File: config.mk
export PLATFORM = sky130hd
export DESIGN_NAME = fpuc_ctrl
export DESIGN_NICKNAME = d
export VERILOG_FILES = /design/src/common/fpuc_pkg.sv /design/src/verilog/fpuc_info_rom.sv /design/src/verilog/fpuc_sector_map.sv /design/src/verilog/fpuc_ctrl.sv
export SDC_FILE = /design/constraint.sdc
export NUM_CORES = 1
export LEC_CHECK = 0
export BUFFER_PORTS_ARGS = -buffer_cell sky130_fd_sc_hd__buf_2
export CELL_PAD_IN_SITES_DETAIL_PLACEMENT = 0
export CELL_PAD_IN_SITES_GLOBAL_PLACEMENT = 1
export CORE_MARGIN = 3
export CORE_UTILIZATION = 35
export DETAILED_ROUTE_END_ITERATION = 10
export PLACE_DENSITY_LB_ADDON = 0.15
export RECOVER_POWER = 100
export SYNTH_ARGS = -nofsm -noshare
export SYNTH_HDL_FRONTEND = slang
export SYNTH_SLANG_ARGS = --single-unit
File: constraint.sdc
create_clock -name core_clk -period 3.1 [get_ports core_clk]
set_clock_uncertainty 0.15 [all_clocks]
set_input_delay 0.155 -clock core_clk [delete_from_list [all_inputs] [get_ports core_clk]]
set_output_delay 0.155 -clock core_clk [all_outputs]
set_load 0.01 [all_outputs]
File: src/common/fpuc_pkg.sv
// Constants, command codes and controller states for the flash protect and unlock controller.
package fpuc_pkg;

    // ----------------------------------------
    // Register file addresses
    // ----------------------------------------
    localparam logic [11:0] ADDR_CMD = 12'hff8;
    localparam logic [11:0] ADDR_PAGE = 12'hff9;
    localparam logic [11:0] ADDR_FREQ_HI = 12'hffa;
    localparam logic [11:0] ADDR_FREQ_LO = 12'hffb;

    // ----------------------------------------
    // Command codes
    // ----------------------------------------
    localparam logic [7:0] CMD_RESET = 8'h00;
    localparam logic [7:0] CMD_UNLOCK1 = 8'h73;
    localparam logic [7:0] CMD_UNLOCK2 = 8'h8c;
    localparam logic [7:0] CMD_PAGE_ERASE = 8'h95;
    localparam logic [7:0] CMD_MASS_ERASE = 8'h63;
    localparam logic [7:0] CMD_SECT_SEL = 8'h5e;

    // ----------------------------------------
    // Array geometry
    // ----------------------------------------
    localparam int PAGE_BYTES = 512;
    localparam int PAGE_LSB = 9;
    localparam int INFO_EN_BIT = 7;
    localparam logic [6:0] INFO_PAGE = 7'h7f;
    localparam logic [8:0] PART_ID_BASE = 9'h040;
    localparam logic [8:0] PART_ID_LEN = 9'h014;
    localparam logic [6:0] PAGES_LARGE = 7'h10;
    localparam logic [6:0] PAGES_SMALL = 7'h08;
    localparam int SECT_LSB_LARGE = 10;
    localparam int SECT_LSB_SMALL = 9;

    // ----------------------------------------
    // Clock and timing figures
    // ----------------------------------------
    localparam int CLK_HZ = 10_000_000;
    localparam logic [15:0] FREQ_MIN_KHZ = 16'h0014;
    localparam logic [15:0] FREQ_MAX_KHZ = 16'h4e20;

    // ----------------------------------------
    // Reset values
    // ----------------------------------------
    localparam logic [7:0] PAGE_RST = 8'h00;
    localparam logic [7:0] PROT_RST = 8'h00;
    localparam logic [7:0] FREQ_RST = 8'h00;

    // ----------------------------------------
    // Controller states; low codes are the reported status
    // ----------------------------------------
    typedef enum logic [2:0] {
        ST_LOCK = 3'b000,
        ST_UNLK1 = 3'b001,
        ST_UNLK2 = 3'b010,
        ST_OPEN = 3'b011,
        ST_SECT = 3'b100,
        ST_ARMED = 3'b101,
        ST_PAGED = 3'b110
    } fpuc_state_t;

endpackage : fpuc_pkg

File: src/verilog/fpuc_info_rom.sv
// Read-only information area holding the part identifier string.
`timescale 1ns/1ps
module fpuc_info_rom
    import fpuc_pkg::*;
#(
    // Arbitrary neutral identifier, twelve characters then zero padding.
    parameter logic [159:0] PART_ID = {"NEUTRAL-ID-0", 64'h0}
)
(
    input wire logic [8:0] addr,
    output logic [7:0] data
);

    logic [8:0] idx;
    logic [159:0] shifted;

    // ----------------------------------------
    // Identifier lookup
    // ----------------------------------------
    // Bytes outside the identifier window read as zero, like the reserved space.
    always_comb
    begin
        idx = addr - PART_ID_BASE;
        shifted = PART_ID << {idx, 3'b000};
        data = 8'h00;
        if (addr >= PART_ID_BASE && idx < PART_ID_LEN)
        begin
            data = shifted[159:152]; // [RULE7]
        end
    end

endmodule : fpuc_info_rom

File: src/verilog/fpuc_sector_map.sv
// Maps a flash address onto its sector and checks range and protection.
`timescale 1ns/1ps
module fpuc_sector_map
    import fpuc_pkg::*;
(
    input wire logic [15:0] addr,
    input wire logic flash_8k,
    input wire logic [7:0] protect,
    output logic [2:0] sector,
    output logic in_range,
    output logic prot_hit
);

    // ----------------------------------------
    // Sector decode
    // ----------------------------------------
    // Eight equal sectors in either size; the sector field moves by one bit.
    always_comb
    begin
        if (flash_8k)
        begin
            sector = addr[SECT_LSB_LARGE +: 3]; // [RULE3]
            in_range = addr[15:PAGE_LSB] < PAGES_LARGE; // [RULE2]
        end
        else
        begin
            sector = addr[SECT_LSB_SMALL +: 3]; // [RULE3]
            in_range = addr[15:PAGE_LSB] < PAGES_SMALL; // [RULE2]
        end
        prot_hit = protect[sector]; // [RULE14]
    end

endmodule : fpuc_sector_map

File: src/verilog/fpuc_ctrl.sv
// Flash controller front end: unlock sequencer, page select, sector protect and overlay.
//
// Contract
// [RULE1] Flash is arranged as 512-byte pages; a page is the least erasable unit.
// [RULE2] Flash is 8192 or 4096 bytes, 16 or 8 pages, from address zero.
// [RULE3] Eight equal sectors, 1024 or 512 bytes, each protectable alone.
// [RULE4] Page select bit 7 overlays the information area on FE00H to FFFFH.
// [RULE5] With overlay on, data loads read the info area; fetches still read flash.
// [RULE6] The information area is read-only; writes to it are ignored.
// [RULE7] A 20-character zero-padded part identifier sits at FE40H to FE53H.
// [RULE8] Frequency high and low bytes form a 16-bit kHz value timing program/erase.
// [RULE9] Software loads frequency first; only 20 kHz to 20 MHz clocks are supported.
// [RULE10] Reset puts the controller in the locked state.
// [RULE11] Program or erase happens only once the controller is unlocked.
// [RULE12] Unlock: 00H, page, 73H, 8CH, same page again.
// [RULE13] Any out-of-order command or page write locks the controller at once; the code keeps a repeated page write in ST_PAGED without locking.
// [RULE14] Sectors with their protect bit set cannot be programmed or erased.
// [RULE15] Reset clears all sector protect bits.
// [RULE16] Writes to sector protect only set bits; zeros change nothing.
// [RULE17] Command 5EH maps sector protect onto the page select address.
// [RULE18] Any other command unmaps it and restores page select.
// [RULE19] The selected sector protect register is read and written at FF9H.
// [RULE20] Read protect option refuses user code to the debug port.
// [RULE21] Write protect option rejects all user program and erase.
// [RULE22] 95H is page erase, 63H mass erase; other or misplaced codes lock. The code never mass erases: 63H only locks.
// [RULE23] Status reports 0 locked, 1 first, 2 second unlock, 3 unlocked, 4 protect selected.
// [RULE24] While unlocked only the unlocked page is programmed; other writes are ignored.
// [RULE25] Writing 00H restarts the unlock sequence from its first step.
`timescale 1ns/1ps
module fpuc_ctrl
    import fpuc_pkg::*;
(
    input wire logic core_clk,
    input wire logic resetn,
    input wire logic reg_wr,
    input wire logic reg_rd,
    input wire logic [11:0] reg_addr,
    input wire logic [7:0] reg_wdata,
    output logic [7:0] reg_rdata,
    input wire logic flash_8k,
    input wire logic opt_read_protect,
    input wire logic opt_write_protect,
    input wire logic mem_rd,
    input wire logic program_memory_load,
    input wire logic mem_wr,
    input wire logic [15:0] mem_addr,
    input wire logic [7:0] mem_wdata,
    output logic [7:0] mem_rdata,
    input wire logic debug_port_rd,
    input wire logic [15:0] debug_port_addr,
    output logic [7:0] debug_port_rdata,
    output logic debug_port_denied,
    output logic [15:0] flash_raddr,
    input wire logic [7:0] flash_rdata,
    output logic [15:0] flash_addr,
    output logic [7:0] flash_wdata,
    output logic flash_prog,
    output logic flash_page_erase,
    output logic [15:0] flash_clock_khz,
    output logic [5:0] controller_state
);

    fpuc_state_t state_r, state_nxt;
    logic [7:0] page_r, page_nxt;
    logic [7:0] prot_r, prot_nxt;
    logic [7:0] freq_hi_r, freq_hi_nxt;
    logic [7:0] freq_lo_r, freq_lo_nxt;
    logic [15:0] faddr_r, faddr_nxt;
    logic [7:0] fwdata_r, fwdata_nxt;
    logic prog_r, prog_nxt;
    logic erase_r, erase_nxt;
    logic [7:0] reg_rdata_r, reg_rdata_nxt;
    logic [7:0] mem_rdata_r, mem_rdata_nxt;
    logic [7:0] dbg_rdata_r, dbg_rdata_nxt;
    logic dbg_denied_r, dbg_denied_nxt;
    logic cmd_wr, page_wr, freq_ok, info_en, mem_info, mem_in_page;
    logic mem_range, mem_prot, pg_range, pg_prot;
    logic [7:0] info_data;
    logic [15:0] page_base;

    // ----------------------------------------
    // Decode and helpers
    // ----------------------------------------
    // Page select and sector protect share one address; the state says which is live.
    assign cmd_wr = reg_wr && reg_addr == ADDR_CMD;
    assign page_wr = reg_wr && reg_addr == ADDR_PAGE;
    assign flash_clock_khz = {freq_hi_r, freq_lo_r}; // [RULE8]
    // Out-of-range frequency would mistime the array, so such operations are dropped.
    assign freq_ok = flash_clock_khz >= FREQ_MIN_KHZ && flash_clock_khz <= FREQ_MAX_KHZ; // [RULE9]
    assign info_en = page_r[INFO_EN_BIT];
    assign mem_info = info_en && mem_addr[15:PAGE_LSB] == INFO_PAGE; // [RULE4]
    assign mem_in_page = mem_addr[15:PAGE_LSB] == page_r[6:0];
    assign page_base = {page_r[6:0], 9'h000}; // [RULE1]
    assign flash_raddr = mem_rd ? mem_addr : debug_port_addr;

    fpuc_sector_map u_mem_sect (
        .addr(mem_addr),
        .flash_8k(flash_8k),
        .protect(prot_r),
        .sector(),
        .in_range(mem_range),
        .prot_hit(mem_prot)
    );

    fpuc_sector_map u_page_sect (
        .addr(page_base),
        .flash_8k(flash_8k),
        .protect(prot_r),
        .sector(),
        .in_range(pg_range),
        .prot_hit(pg_prot)
    );

    fpuc_info_rom u_info (
        .addr(mem_addr[8:0]),
        .data(info_data)
    );

    // ----------------------------------------
    // Status output
    // ----------------------------------------
    // The internal arming steps are still locked as far as software can see.
    always_comb
    begin
        controller_state = 6'h00;
        if (state_r == ST_UNLK1 || state_r == ST_UNLK2 || state_r == ST_OPEN || state_r == ST_SECT)
        begin
            controller_state = {3'b000, state_r}; // [RULE23]
        end
    end

    // ----------------------------------------
    // Sequencer, registers and array strobes: next values
    // ----------------------------------------
    always_comb
    begin
        state_nxt = state_r;
        page_nxt = page_r;
        prot_nxt = prot_r;
        freq_hi_nxt = freq_hi_r;
        freq_lo_nxt = freq_lo_r;
        faddr_nxt = faddr_r;
        fwdata_nxt = fwdata_r;
        prog_nxt = 1'b0;
        erase_nxt = 1'b0;
        if (cmd_wr)
        begin
            case (reg_wdata)
                CMD_RESET: state_nxt = ST_ARMED; // [RULE25]
                CMD_SECT_SEL: state_nxt = ST_SECT; // [RULE17]
                CMD_UNLOCK1: state_nxt = (state_r == ST_PAGED) ? ST_UNLK1 : ST_LOCK; // [RULE13]
                CMD_UNLOCK2: state_nxt = (state_r == ST_UNLK1) ? ST_UNLK2 : ST_LOCK; // [RULE13]
                CMD_PAGE_ERASE:
                begin
                    // Erase ends the session whether or not it was allowed.
                    state_nxt = ST_LOCK; // [RULE22]
                    if (state_r == ST_OPEN && pg_range && !pg_prot && !opt_write_protect && freq_ok) // [RULE11] [RULE14] [RULE21]
                    begin
                        erase_nxt = 1'b1;
                        faddr_nxt = page_base;
                    end
                end
                // User code may not mass erase; the code only locks.
                CMD_MASS_ERASE: state_nxt = ST_LOCK; // [RULE22]
                default: state_nxt = ST_LOCK; // [RULE18] [RULE22]
            endcase
        end
        else if (page_wr)
        begin
            if (state_r == ST_SECT)
            begin
                prot_nxt = prot_r | reg_wdata; // [RULE16] [RULE19]
            end
            else
            begin
                page_nxt = reg_wdata;
                case (state_r)
                    ST_ARMED: state_nxt = ST_PAGED;
                    ST_PAGED: state_nxt = ST_PAGED;
                    ST_UNLK2: state_nxt = (reg_wdata == page_r) ? ST_OPEN : ST_LOCK; // [RULE12] [RULE13]
                    default: state_nxt = ST_LOCK; // [RULE13]
                endcase
                // A failed match must not move the page that the session named.
                if (state_r == ST_UNLK2 || state_r == ST_OPEN)
                begin
                    page_nxt = page_r;
                end
            end
        end
        else if (reg_wr && reg_addr == ADDR_FREQ_HI)
        begin
            freq_hi_nxt = reg_wdata; // [RULE8]
        end
        else if (reg_wr && reg_addr == ADDR_FREQ_LO)
        begin
            freq_lo_nxt = reg_wdata; // [RULE8]
        end
        // Byte program: silently dropped unless every guard agrees.
        if (mem_wr && state_r == ST_OPEN && mem_in_page && mem_range && !mem_prot && !mem_info
            && !opt_write_protect && freq_ok) // [RULE6] [RULE11] [RULE14] [RULE21] [RULE24]
        begin
            prog_nxt = 1'b1;
            faddr_nxt = mem_addr;
            fwdata_nxt = mem_wdata;
        end
    end

    // Reset locks the controller and forgets any protection. [RULE10] [RULE15]
    always_ff @(posedge core_clk or negedge resetn)
    begin
        if (!resetn)
        begin
            state_r <= ST_LOCK; // [RULE10]
            page_r <= PAGE_RST;
            prot_r <= PROT_RST; // [RULE15]
            freq_hi_r <= FREQ_RST;
            freq_lo_r <= FREQ_RST;
            faddr_r <= 16'h0000;
            fwdata_r <= 8'hff;
            prog_r <= 1'b0;
            erase_r <= 1'b0;
        end
        else
        begin
            state_r <= state_nxt;
            page_r <= page_nxt;
            prot_r <= prot_nxt;
            freq_hi_r <= freq_hi_nxt;
            freq_lo_r <= freq_lo_nxt;
            faddr_r <= faddr_nxt;
            fwdata_r <= fwdata_nxt;
            prog_r <= prog_nxt;
            erase_r <= erase_nxt;
        end
    end

    assign flash_addr = faddr_r;
    assign flash_wdata = fwdata_r;
    assign flash_prog = prog_r;
    assign flash_page_erase = erase_r;

    // ----------------------------------------
    // Read paths: next values
    // ----------------------------------------
    // Read data is registered one cycle after the strobe.
    always_comb
    begin
        reg_rdata_nxt = reg_rdata_r;
        mem_rdata_nxt = mem_rdata_r;
        dbg_rdata_nxt = dbg_rdata_r;
        dbg_denied_nxt = 1'b0;
        if (reg_rd)
        begin
            case (reg_addr)
                ADDR_CMD: reg_rdata_nxt = {2'b00, controller_state}; // [RULE23]
                ADDR_PAGE: reg_rdata_nxt = (state_r == ST_SECT) ? prot_r : page_r; // [RULE19]
                ADDR_FREQ_HI: reg_rdata_nxt = freq_hi_r;
                ADDR_FREQ_LO: reg_rdata_nxt = freq_lo_r;
                default: reg_rdata_nxt = 8'h00;
            endcase
        end
        if (mem_rd)
        begin
            // Fetches ignore the overlay so code keeps running from the main array.
            mem_rdata_nxt = (mem_info && program_memory_load) ? info_data : flash_rdata; // [RULE5]
        end
        else if (debug_port_rd)
        begin
            dbg_rdata_nxt = opt_read_protect ? 8'h00 : flash_rdata; // [RULE20]
            dbg_denied_nxt = opt_read_protect; // [RULE20]
        end
    end

    always_ff @(posedge core_clk or negedge resetn)
    begin
        if (!resetn)
        begin
            reg_rdata_r <= 8'h00;
            mem_rdata_r <= 8'h00;
            dbg_rdata_r <= 8'h00;
            dbg_denied_r <= 1'b0;
        end
        else
        begin
            reg_rdata_r <= reg_rdata_nxt;
            mem_rdata_r <= mem_rdata_nxt;
            dbg_rdata_r <= dbg_rdata_nxt;
            dbg_denied_r <= dbg_denied_nxt;
        end
    end

    assign reg_rdata = reg_rdata_r;
    assign mem_rdata = mem_rdata_r;
    assign debug_port_rdata = dbg_rdata_r;
    assign debug_port_denied = dbg_denied_r;
endmodule : fpuc_ctrl

After elaboration in Yosys (flattened, before gate mapping). Index checks and enable logic that the tools add are counted.

Bits in registers: 86. Input port bits: 79. Output and inout bits: 89. Word-level logic and storage cells: 123.

Add/subtract/negate cells: 1. Order comparisons: 10. Equality and inequality tests: 18. Shift operators: 1. Multiplexer cells: 33. Bitwise logic cells: 7. Reduce and logical (&&, ||, !) cells: 40.

Operators by type and width (number): left shift 159 x 12 -> 160 bit, first input constant (1); two-way mux 16 bit (5); equality test 12 bit, second input constant (4); two-way mux 8 bit (4); one-hot mux 8 bit (4 select lines) (1); logical AND 1 bit (19); two-way mux 3 bit (6); equality test 8 x 7 -> 1 bit, second input constant (2); equality test 8 bit, second input constant (2); greater-or-equal comparator 16 x 5 -> 1 bit, second input constant (1); less-or-equal comparator 16 x 15 -> 1 bit, second input constant (1); < comparator 7 x 4 -> 1 bit, second input constant (2); < comparator 7 x 5 -> 1 bit, second input constant (2); one-hot mux 3 bit (4 select lines) (1); two-way mux 1 bit (11); equality test 3 bit, second input constant (3); greater-or-equal comparator 9 x 7 -> 1 bit, second input constant (1); < comparator 9 x 5 -> 1 bit, second input constant (1); AND reduction 3 bit (3); subtractor 9 x 7 -> 9 bit, second input constant (1); equality test 8 bit (1); zero test 8 bit (1); < comparator 3 x 4 -> 1 bit, second input constant (2); OR 8 bit (1); 15 further kinds (34).

Logic depth before layout (Yosys ltp). Gate-level depths: netlist of the first run.

Depth in word-level cells: 11. Mapped depth: 9. Mapped depth without buffers: 6.

Cells and area by module. From an unflattened synthesis of the first run, not the netlist that was laid out.

Cell total of the unflattened synthesis: 505. Area total of the unflattened synthesis: 5222.5 um^2.

Modules (own cells, without submodules): fpuc_ctrl (instances 1, cells an instance 416, area an instance 4543.1 um^2, sequential area each 2162.1 um^2); fpuc_sector_map (instances 2, cells an instance 25, area an instance 205.2 um^2, sequential area each 0.0 um^2); fpuc_info_rom (instances 1, cells an instance 39, area an instance 269.0 um^2, sequential area each 0.0 um^2).

Worst setup path after synthesis of the first run. No wires, ideal clock.

Path type: flip-flop to flip-flop. From: register freq_lo_r[3]. To: register fwdata_r[7] (netlist: flash_wdata[7]). Setup time: 0.082 ns. Arrival time: 2.353 ns. Required time: 2.868 ns. Slack: 0.515 ns. Stages on the path, launching flop included: 8. Path buffers: 1. Period minus slack after synthesis: 2.585 ns. Cells stage by stage: dfrtp_1 -> or4b_1 -> o31ai_1 -> a21oi_1 -> o31ai_1 -> nor3b_4 -> buf_6 -> mux2_2.

Word-level cells in the longest chain between the ends: 3. Elaborated cells between the ends (all ways): 4. Classes of those cells: order compare: 2; reduce/logical: 2.

Ends and longest elaborated chain: start, declared (line fpuc_ctrl.sv:67) `logic [7:0] freq_lo_r, freq_lo_nxt;`; start signal, assigned (line fpuc_ctrl.sv:229) `freq_lo_r <= freq_lo_nxt;`; greater-or-equal comparator 16 x 5 -> 1 bit / less-or-equal comparator 16 x 15 -> 1 bit (equally long branches) (line fpuc_ctrl.sv:89) `assign freq_ok = flash_clock_khz >= FREQ_MIN_KHZ && flash_clock_khz <= FREQ_MAX_KHZ;`; logical AND 1 bit (*) (line fpuc_ctrl.sv:89); logical AND 1 bit (*) (line fpuc_ctrl.sv:200) `&& !opt_write_protect && freq_ok)`; end signal, assigned (line fpuc_ctrl.sv:231) `fwdata_r <= fwdata_nxt;`; end, declared (line fpuc_ctrl.sv:69) `logic [7:0] fwdata_r, fwdata_nxt;`.

Every way passes the cells marked *; elsewhere a longest branch is shown, timed or not. A chain may end at the register's enable or synchronous reset.

Worst setup path after layout of the first run.
From: register state_r[1]. To: register page_r[0].

Word-level cells in the longest chain between the ends: 4. Elaborated cells between the ends (all ways): 7. Classes of those cells: eq/ne: 3; bitwise: 2; reduce/logical: 2.

Ends and longest elaborated chain: start, declared (line fpuc_ctrl.sv:63) `fpuc_state_t state_r, state_nxt;`; start signal, assigned (line fpuc_ctrl.sv:225) `state_r <= state_nxt;`; equality test 3 x 2 -> 1 bit (line fpuc_ctrl.sv:184) `if (state_r == ST_UNLK2 || state_r == ST_OPEN)`; logical OR 1 bit (line fpuc_ctrl.sv:184); inverter 1 bit (no source line); AND reduction 4 bit (no source line) (*); end signal, assigned (line fpuc_ctrl.sv:226) `page_r <= page_nxt;`; end, declared (line fpuc_ctrl.sv:64) `logic [7:0] page_r, page_nxt;`.

Marked as above.

==> flow_summary.toml, run 1 <==
[status]
status = "finished, final reports clean"

[routing]
firstDrtPassIters = 5
via_per_inst = 5.288
drc = 0
first_iter_violations = 229
ant_nets = 0
vias = 4426
wl_per_cell_um = 18.69
drt-total-wl_um = 15640

[power]
combinationalPowerShare = 0.123
seqPwrFrac = 0.459
p_sw_mw = 0.6583
clkPwrFrac = 0.418
leakage_nw = 2.888
peakVddDrop_uv = 259.9
sw_frac_of_total = 0.2610
p_per_area_nw_per_um2 = 400.9
power_mw = 2.522
intPower_mw = 1.863

[global_route]
grt_pass1_wl_um = 25000
antenna_found_initial = 0
gr-total-overflow = 0
grt_use_total = 0.2020
grt_pass1_vias = 4544
grt_max_degree = 60

[layout]
stdcell_count = 837
seq_area_um2 = 2162
drive_above_1_share = 0.2617
multi_input_area_um2 = 2535
final_util = 0.4658
fillers = 1319
area_growth_pct = 27.48
fin_nets = 737
insertedDiodeCount = 0

[clock_tree]
clk-insertion-delay-late_ns = 0.35
clockRootBuffer = "clkbuf_16"
cts_max_level = 3
cts_tree = "built"
clock_path_buffers = 2
cts_setup_buffers = 0
cts_sinks = 86
numCtsBuffers = 9
cts_resized = 0
clk_pin_slew_ns = 0.07

[placed_design]
post-dp-hpwl_um = 11540
place_inst = 798
port_buffers = 164
gp_congestion = 0.8454

[logic_synthesis]
yosysSeqAreaShare = 0.4381
postSynth.asyncResetShare = 1.000
synthFlopType = "dfrtp_1"
syn_avg_cell_area_um2 = 10.26
synth_cell_types = 60
synth_enable_flop_cells = 0
netlist_area_um2 = 4935
ys_warn_count = 0
netlist_instances = 481
synth-seq-cells = 86

[setup_path]
cp_cell_sequence = "clkbuf_1 > nor3b_1 > buf_4 > nand4b_1 > mux2_2"
cpPeakStageDelay_ns = 0.82
worstPathRequired_ns = 3.19
path_buf_inv = 2
startpoint = "state_r[1]$_DFFE_PN0P_"
cp.arrival_ns = 2.96
end_kind = "flop"
path_max_fanout = 9
path_class = "reg -> reg"
crit_family = "simple AND/OR/NAND/NOR gates"
slowest_stage = "nor3b_1"
worst_r2r_endpoint = "page_r[0]$_DFFE_PN0P_"
r2r_cells = 5
reg2reg_from = "state_r[1]$_DFFE_PN0P_"
rrSetupSlack_ns = 0.23
cp-start-kind = "flop"

[hold_path]
hold_class = "in -> reg"
holdPathStages = 3
whs_endpoint = "prot_r[4]$_DFFE_PN0P_"
min_from = "reg_wdata[4]"

[timing]
finalHoldViolations = 0
max_freq_mhz = 348.2
fin_tns_setup_ns = 0
slew_headroom = 0.01471
period_needed_ns = 2.872
worstMarginPinSlew_ns = 1.478
grt_setup_unrepaired = "false"
setup_viol = 0
drv_slew = 0
period_share = 0.9265

[floorplanning]
die_y_um = 124.7
io-pin-count = 168
initial_core_util = 0.3654
die_x_um = 124.7
core_area_um2 = 13510
row_count = 42
dieArea_um2 = 15560

[run]
maxCapViolations = 0
==> registers in the layout, summed over array words and instances (netlist names) <==
name / flops
flash_addr: 16
debug_port_rdata: 8
flash_wdata: 8
freq_hi_r: 8
freq_lo_r: 8
mem_rdata: 8
page_r: 8
prot_r: 8
reg_rdata: 8
state_r: 3
debug_port_denied: 1
flash_page_erase: 1
flash_prog: 1
==> through the flow <==
| stage | hold WS, ns | area [µm²] | worst slack [ns] |
|---|---|---|---|
| after floorplan | -0.2906 | 4942 | 0.5152 |
| after global placement | 0.1208 | 5914 | 0.4161 |
| after detailed placement | 0.1265 | 5914 | 0.3613 |
| after CTS | 0.001980 | 6431 | 0.3685 |
| after global routing | 0.003101 | 6291 | 0.1046 |
| final | 0.01975 | 6291 | 0.2278 |
==> worst max path at each step <==
stage                            endpoint  slack (ns)  cells after the start
6_report            page_r[0]$_DFFE_PN0P_        0.23                      5
3_3_place_gp    flash_addr[8]$_DFFE_PN0P_        0.42                      6
5_1_grt             prot_r[3]$_DFFE_PN0P_        0.10                      7
3_5_place_dp   flash_wdata[5]$_DFFE_PN1P_        0.36                      6
2_1_floorplan  flash_wdata[7]$_DFFE_PN1P_        0.52                      7
4_1_cts        flash_wdata[3]$_DFFE_PN1P_        0.37                      6
==> layout by cell type, fill, tap and decap left out, drive strengths merged, types with 4 or more instances in the layout <==
cell	synthesis	layout
clkbuf	27	104
buf	12	86
dfrtp	78	78
mux2	57	57
nand2	37	37
nor2	33	33
dlygate4sd3	0	23
mux2i	22	22
o21ai	19	19
a21oi	18	18
inv	16	17
xor2	14	14
nand2b	9	9
nor3	9	9
o22ai	9	9
a22o	9	9
nand3	8	8
dfstp	8	8
nand4	6	6
a21o	6	6
nor2b	5	5
a22oi	5	5
nand4b	5	5
o2bb2ai	5	5
o211a	4	4
nor3b	4	4
nor4	4	4
o211ai	4	4
==> synthesized netlist by cell type, drive strengths merged (2+ instances only) <==
master / instances / area (µm²)
a31oi: 2 / 12.51
nand2: 37 / 138.9
mux2: 57 / 641.9
mux4: 2 / 45.04
o22ai: 9 / 56.30
o2bb2ai: 5 / 43.79
nand4: 6 / 37.54
a22oi: 5 / 37.54
nand4b: 5 / 43.79
a21boi: 2 / 15.01
dfstp: 8 / 210.2
o211ai: 4 / 35.03
nor3: 9 / 45.04
nor2: 33 / 123.9
dfrtp: 78 / 1952
nor2b: 5 / 31.28
a221o: 2 / 20.02
nor4: 4 / 31.28
nor3b: 4 / 41.29
a32oi: 3 / 26.28
or4: 2 / 15.01
o31ai: 3 / 22.52
o21ai: 19 / 95.09
and3b: 2 / 17.52
o32ai: 2 / 17.52
nand3b: 3 / 22.52
mux2i: 22 / 220.2
nand3: 8 / 40.04
a21oi: 18 / 90.09
a41oi: 2 / 17.52
inv: 16 / 60.06
buf: 12 / 80.07
a21o: 6 / 45.04
nor4b: 3 / 32.53
clkbuf: 27 / 101.4
ha: 2 / 25.02
o211a: 4 / 40.04
nand2b: 9 / 56.30
a22o: 9 / 78.83
and4: 3 / 26.28
and4b: 3 / 30.03
xor2: 14 / 122.6
==> worst reg2reg max path, cell delays in order, from the launching register on <==
cell      delay, ns
dfrtp_1        0.42
clkbuf_1       0.23
nor3b_1        0.82
buf_4          0.32
nand4b_1       0.41
mux2_2         0.40
==> power by group through the flow <==
stage          Combinational (mW)  Clock (mW)  Sequential [mW]
3_5_place_dp                0.301           0             1.18
3_3_place_gp                0.299           0             1.18
5_1_grt                     0.346        1.13             1.16
6_report                    0.309        1.05             1.16
2_1_floorplan               0.145           0             1.19
4_1_cts                     0.325        1.09             1.16
==> cells by family (layout without fill, tap and decap cells) <==
| kind of cell | after synthesis | after routing | synth area share |
|---|---|---|---|
| compound gates | 99 | 99 | 0.1392 |
| xor+xnor | 15 | 15 | 0.02662 |
| fa+ha+maj | 2 | 2 | 0.005070 |
| buf+inv | 56 | 234 | 0.04969 |
| flops | 86 | 86 | 0.4381 |
| mux | 81 | 81 | 0.1838 |
| other cells | 1 | 3 | 0.0007599 |
| simple gates | 141 | 141 | 0.1567 |
==> routing by layer <==
metal  vias up  global-route usage  routed length, µm
met5         -                   0                  0
met4         0             0.07544                440
met3        32             0.05832                957
met2       171              0.3289               7473
met1      2123              0.2545               6771
li1       2100                   -                  -
==> layout make-up <==
type,instances,area share
multi-input cells,341,0.4029
inverters,17,0.01014
clock inverters,4,0.004773
repair buffers,201,0.1627
flip-flops and latches,86,0.3437
clock buffers,12,0.04077
well taps,176,0.03500
==> what timing repair did <==
item / 4_1_cts / 5_1_grt
hold buffers: 23 / 0
endpoints found under the hold margin: 82 / 0
setup endpoints to repair: 0 / 0
Note: power is estimated with default switching activity, not from simulation.
==> run 2, diff against run 1 <==
--- a/config.mk
+++ b/config.mk
@@ -5,12 +5,12 @@
 export SDC_FILE = /design/constraint.sdc
 export NUM_CORES = 1
 export LEC_CHECK = 0
-export BUFFER_PORTS_ARGS = -buffer_cell sky130_fd_sc_hd__buf_2
 export CELL_PAD_IN_SITES_DETAIL_PLACEMENT = 0
 export CELL_PAD_IN_SITES_GLOBAL_PLACEMENT = 1
 export CORE_MARGIN = 3
 export CORE_UTILIZATION = 35
 export DETAILED_ROUTE_END_ITERATION = 10
+export DONT_BUFFER_PORTS = 1
 export PLACE_DENSITY_LB_ADDON = 0.15
 export RECOVER_POWER = 100
 export SYNTH_ARGS = -nofsm -noshare
==> flow_summary.toml, run 2 (synthesis results as in run 1) <==
[floorplanning]
io-pin-count = 168
core_area_um2 = 13510
die_x_um = 124.7
initial_core_util = 0.3654
row_count = 42
die_y_um = 124.7
dieArea_um2 = 15560

[status]
status = "complete, but fails checks"
failed_checks = "max-capacitance violations, max-slew violations"

[hold_path]
whs_endpoint = "state_r[1]$_DFFE_PN0P_"
holdPathStages = 5
hold_class = "in -> reg"
min_from = "reg_wdata[0]"

[run]
maxCapViolations = 1

[layout]
final_util = 0.4357
fin_nets = 603
area_growth_pct = 19.24
design_area_um2 = 5884
drive_above_1_share = 0.1252
layout_common_cells = "78 x dfrtp_1, 56 x dlygate4sd3_1, 39 x mux2_2, 37 x nand2_1, 33 x nor2_1"
final_common_cell = "dfrtp_1"
largest_reg_flops = 16

[clock_tree]
cts_resized = 0
clk_pin_slew_ns = 0.07
numCtsBuffers = 9
clock_path_buffers = 2
clk-insertion-delay-late_ns = 0.35
cts_tree = "built"
clockRootBuffer = "clkbuf_16"
postCtsHoldBufs = 57
cts_max_level = 3
cts_sinks = 86
cts_setup_buffers = 0

[timing]
period_needed_ns = 2.853
fin_tns_setup_ns = 0
grt_setup_unrepaired = "false"
max_freq_mhz = 350.5
slew_headroom = -0.4536
worstMarginPinSlew_ns = 2.180
setup_viol = 0
period_share = 0.9204
finalHoldViolations = 0
drv_slew = 87

[routing]
first_iter_violations = 241
ant_nets = 0
drt-total-wl_um = 15870
wl_per_cell_um = 22.54
vias = 4035
drc = 0
firstDrtPassIters = 5
via_per_inst = 5.732

[power]
peakVddDrop_uv = 219.3
leakage_nw = 2.592
p_per_area_nw_per_um2 = 413.5
seqPwrFrac = 0.482
sw_frac_of_total = 0.2534
combinationalPowerShare = 0.088
intPower_mw = 1.817
p_sw_mw = 0.6167
clkPwrFrac = 0.430

[placed_design]
place_area_um2 = 5061
gp_congestion = 0.7712
port_buffers = 0
post-dp-hpwl_um = 10790

[setup_path]
slowest_stage = "dlygate4sd3_1"
rrSetupSlack_ns = 0.25
path_buf_inv = 3
worstPathRequired_ns = 3.18
reg2reg_from = "state_r[1]$_DFFE_PN0P_"
path_class = "reg -> reg"
cpPeakStageDelay_ns = 0.57
cp-start-kind = "flop"
r2r_cells = 8
cp.arrival_ns = 2.94
path_max_fanout = 11
cp_cell_sequence = "clkbuf_1 > nor3b_1 > buf_4 > mux2i_1 > nor2_1 > a21oi_1 > o22ai_1 > dlygate4sd3_1"
worst_r2r_endpoint = "reg_rdata[7]$_DFFE_PN0P_"
crit_family = "buffers and inverters"
end_kind = "flop"

[global_route]
antenna_found_initial = 2
grt_pass1_vias = 4225
grt_pass1_wl_um = 24810
gr-total-overflow = 0
grt_max_degree = 87
grt_use_total = 0.2029
-- run 2: cell count changes in the layout (fill, tap and decap cells not counted) --
cell           change
dfstp_2            -7
clkbuf_2           -1
mux2_1            +17
clkinvlp_4         +1
clkbuf_8           -1
clkinv_2           -1
dlygate4sd3_1     +33
diode_2            +1
dfstp_1            +7
buf_2             -80
mux2_2            -17
clkbuf_1          -84
buf_4              -1
-- run 2: worst max path at each step --
stage                                  start                          to  slack [ns]  cells after the start
floorplan           freq_lo_r[3]$_DFFE_PN0P_  flash_wdata[7]$_DFFE_PN1P_        0.52                      7
global placement    freq_lo_r[3]$_DFFE_PN0P_   flash_addr[0]$_DFFE_PN0P_        0.34                      6
detailed placement  freq_lo_r[3]$_DFFE_PN0P_   flash_addr[4]$_DFFE_PN0P_        0.30                      6
CTS                   state_r[2]$_DFFE_PN0P_        flash_prog$_DFF_PN0_        0.25                      6
global route          state_r[2]$_DFFE_PN0P_        flash_prog$_DFF_PN0_        0.04                      6
finish                state_r[1]$_DFFE_PN0P_    reg_rdata[7]$_DFFE_PN0P_        0.25                      8
-- run 2: area by class of cell --
class / count / area [µm²]
antenna: 1 / 2.502
clock buffer: 12 / 246.5
clock inverter: 4 / 32.53
fill: 1311 / 7621
inverter: 17 / 63.81
multi-input combinational: 341 / 2535
sequential: 86 / 2162
tap: 176 / 220.2
timing repair buffer: 67 / 621.8
-- run 2: worst min-delay path, delay by kind of cell --
kind | cells | cell delay, ns
and+or+nand+nor | 4 | 0.23
AOI/OAI and AO/OA | 1 | 0.08
-- run 2: through the flow --
stage	total power, mW	std cells	setup WS (ns)	hold WS (ns)
2_1_floorplan	1.333	483	0.5152	-0.2906
3_3_place_gp	1.314	630	0.3402	-0.2875
4_1_cts	2.475	703	0.2471	0.00007577
3_5_place_dp	1.314	630	0.2996	-0.2873
6_report	2.433	704	0.2466	0.01321
5_1_grt	2.540	704	0.04381	0.02406
-- run 2: power groups by stage --
stage | combinational, mW | clock (mW) | sequential, mW
5_1_grt | 0.239 | 1.13 | 1.18
3_3_place_gp | 0.119 | 0 | 1.20
6_report | 0.215 | 1.05 | 1.17
4_1_cts | 0.225 | 1.07 | 1.17
2_1_floorplan | 0.145 | 0 | 1.19
3_5_place_dp | 0.119 | 0 | 1.20
-- run 2: routing by layer --
metal | track usage | routed length, µm
met5 | 0 | 14
met4 | 0.07737 | 346
met3 | 0.05746 | 1331
met2 | 0.3270 | 7583
met1 | 0.2584 | 6590
==> run 3, diff against run 2 <==
--- a/config.mk
+++ b/config.mk
@@ -8,9 +8,11 @@
 export CELL_PAD_IN_SITES_DETAIL_PLACEMENT = 0
 export CELL_PAD_IN_SITES_GLOBAL_PLACEMENT = 1
 export CORE_MARGIN = 3
-export CORE_UTILIZATION = 35
+export CORE_UTILIZATION = 40
+export CTS_BUF_LIST = sky130_fd_sc_hd__clkbuf_8
 export DETAILED_ROUTE_END_ITERATION = 10
 export DONT_BUFFER_PORTS = 1
+export GPL_ROUTABILITY_DRIVEN = 0
 export PLACE_DENSITY_LB_ADDON = 0.15
 export RECOVER_POWER = 100
 export SYNTH_ARGS = -nofsm -noshare
==> flow_summary.toml, run 3 (synthesis results as in run 1) <==
[timing]
grt_setup_unrepaired = "false"
fin_ws_ns = 0.1136
drv_slew = 87
setup_viol = 0
worstMarginPinSlew_ns = 2.179
finalHoldViolations = 0
period_share = 0.9633
fin_tns_setup_ns = 0
period_needed_ns = 2.986
max_freq_mhz = 334.9
slew_headroom = -0.4527

[power]
seqPwrFrac = 0.502
intPower_mw = 1.768
sw_frac_of_total = 0.2431
combinationalPowerShare = 0.094
leakage_nw = 2.587
clkPwrFrac = 0.404
p_sw_mw = 0.5676
p_per_area_nw_per_um2 = 401.3
power_mw = 2.335
peakVddDrop_uv = 300.5

[global_route]
antenna_found_initial = 0
grt_use_total = 0.2320
gr-total-overflow = 0
grt_max_degree = 87
grt_pass1_vias = 4002
grt_pass1_wl_um = 23630

[floorplanning]
row_count = 39
core_area_um2 = 11710
initial_core_util = 0.4214
io-pin-count = 168
dieArea_um2 = 13710
die_x_um = 117.1
die_y_um = 117.1

[placed_design]
post-dp-hpwl_um = 10610
pre_cts_ws_ns = 0.2974
port_buffers = 0
place_area_um2 = 5005

[setup_path]
r2r_cells = 6
reg2reg_from = "state_r[2]$_DFFE_PN0P_"
cp.arrival_ns = 3.09
worstPathRequired_ns = 3.20
rrSetupSlack_ns = 0.11
path_class = "reg -> reg"
end_kind = "flop"
cp-start-kind = "flop"
path_max_fanout = 6
worst_r2r_endpoint = "flash_prog$_DFF_PN0_"

[clock_tree]
cts_setup_buffers = 0
clock_path_buffers = 2
numCtsBuffers = 9
clk_pin_slew_ns = 0.08
clockRootBuffer = "clkbuf_8"
cts_sinks = 86
clk-insertion-delay-late_ns = 0.37
cts_tree = "built"
cts_max_level = 3

[routing]
ant_nets = 0
drt-total-wl_um = 15810
firstDrtPassIters = 5
drc = 0
via_per_inst = 6.076
first_iter_violations = 288
wl_per_cell_um = 23.64
vias = 4065

[hold_path]
whs_endpoint = "reg_rdata[0]$_DFFE_PN0P_"
holdPathStages = 3
min_from = "reg_addr[0]"
hold_class = "in -> reg"

[layout]
fillers = 1087
largest_reg_flops = 16
insertedDiodeCount = 0
drive_above_1_share = 0.1331
final_util = 0.4968
fin_nets = 602
design_area_um2 = 5818
final_common_cell = "dfrtp_1"
layout_common_cells = "78 x dfrtp_1, 57 x dlygate4sd3_1, 39 x mux2_2, 37 x nand2_1, 33 x nor2_1"
area_growth_pct = 17.90

[run]
maxCapViolations = 1

[status]
failed_checks = "max-capacitance violations, max-slew violations"
status = "complete, but fails checks"
[run 3: worst max path at each step]
stage	slack (ns)	cells past startpoint	to	start
finish	0.11	6	flash_prog$_DFF_PN0_	state_r[2]$_DFFE_PN0P_
CTS	0.21	6	flash_prog$_DFF_PN0_	state_r[2]$_DFFE_PN0P_
global route	0.02	6	flash_wdata[2]$_DFFE_PN1P_	page_r[1]$_DFFE_PN0P_
detailed placement	0.30	6	flash_wdata[0]$_DFFE_PN1P_	page_r[0]$_DFFE_PN0P_
global placement	0.35	6	flash_addr[6]$_DFFE_PN0P_	freq_lo_r[3]$_DFFE_PN0P_
floorplan	0.52	7	flash_wdata[7]$_DFFE_PN1P_	freq_lo_r[3]$_DFFE_PN0P_
[run 3: layer usage]
layer,GRT usage,part of all wire
met5,0,0
met2,0.3307,0.45
met1,0.3328,0.44
met4,0.06957,0.013
met3,0.08123,0.094
[run 3: power groups by stage]
stage	Clock (mW)	Combinational [mW]	Sequential (mW)
5_1_grt	1.03	0.241	1.18
6_report	0.943	0.220	1.17
3_5_place_dp	0	0.118	1.20
2_1_floorplan	0	0.145	1.19
4_1_cts	0.973	0.227	1.17
3_3_place_gp	0	0.116	1.20
[run 3: stage by stage]
| stage | std cells | hold WS [ns] |
|---|---|---|
| after floorplan | 483 | -0.2906 |
| final | 669 | 0.01233 |
| after detailed placement | 595 | -0.2846 |
| after CTS | 669 | 0.004457 |
| after global placement | 595 | -0.2850 |
| after global routing | 669 | 0.02697 |
[run 3: timing repair]
item / 4_1_cts / 5_1_grt
gates resized for setup: 0 / 2
hold buffers: 58 / 0
hold endpoints to repair: 169 / 0
endpoints found under the setup margin: 0 / 7
[run 3: area by class of cell]
cell class | count | area (µm²) | share of cell area
sequential | 86 | 2162 | 0.3716
clock inverter | 4 | 77.57 | 0.01333
timing repair buffer | 66 | 624.3 | 0.1073
clock buffer | 12 | 165.2 | 0.02839
inverter | 17 | 63.81 | 0.01097
tap | 143 | 178.9 | 0.03075
multi-input combinational | 341 | 2546 | 0.4376
[run 3: worst max-delay path, stage by stage, from the launching register on]
cell and delay, ns:
dfrtp_1 0.44, and2b_1 0.40, nor4b_2 0.28, dlygate4sd3_1 0.59
nand4_1 0.10, dlygate4sd3_1 0.59, nor3_1 0.32
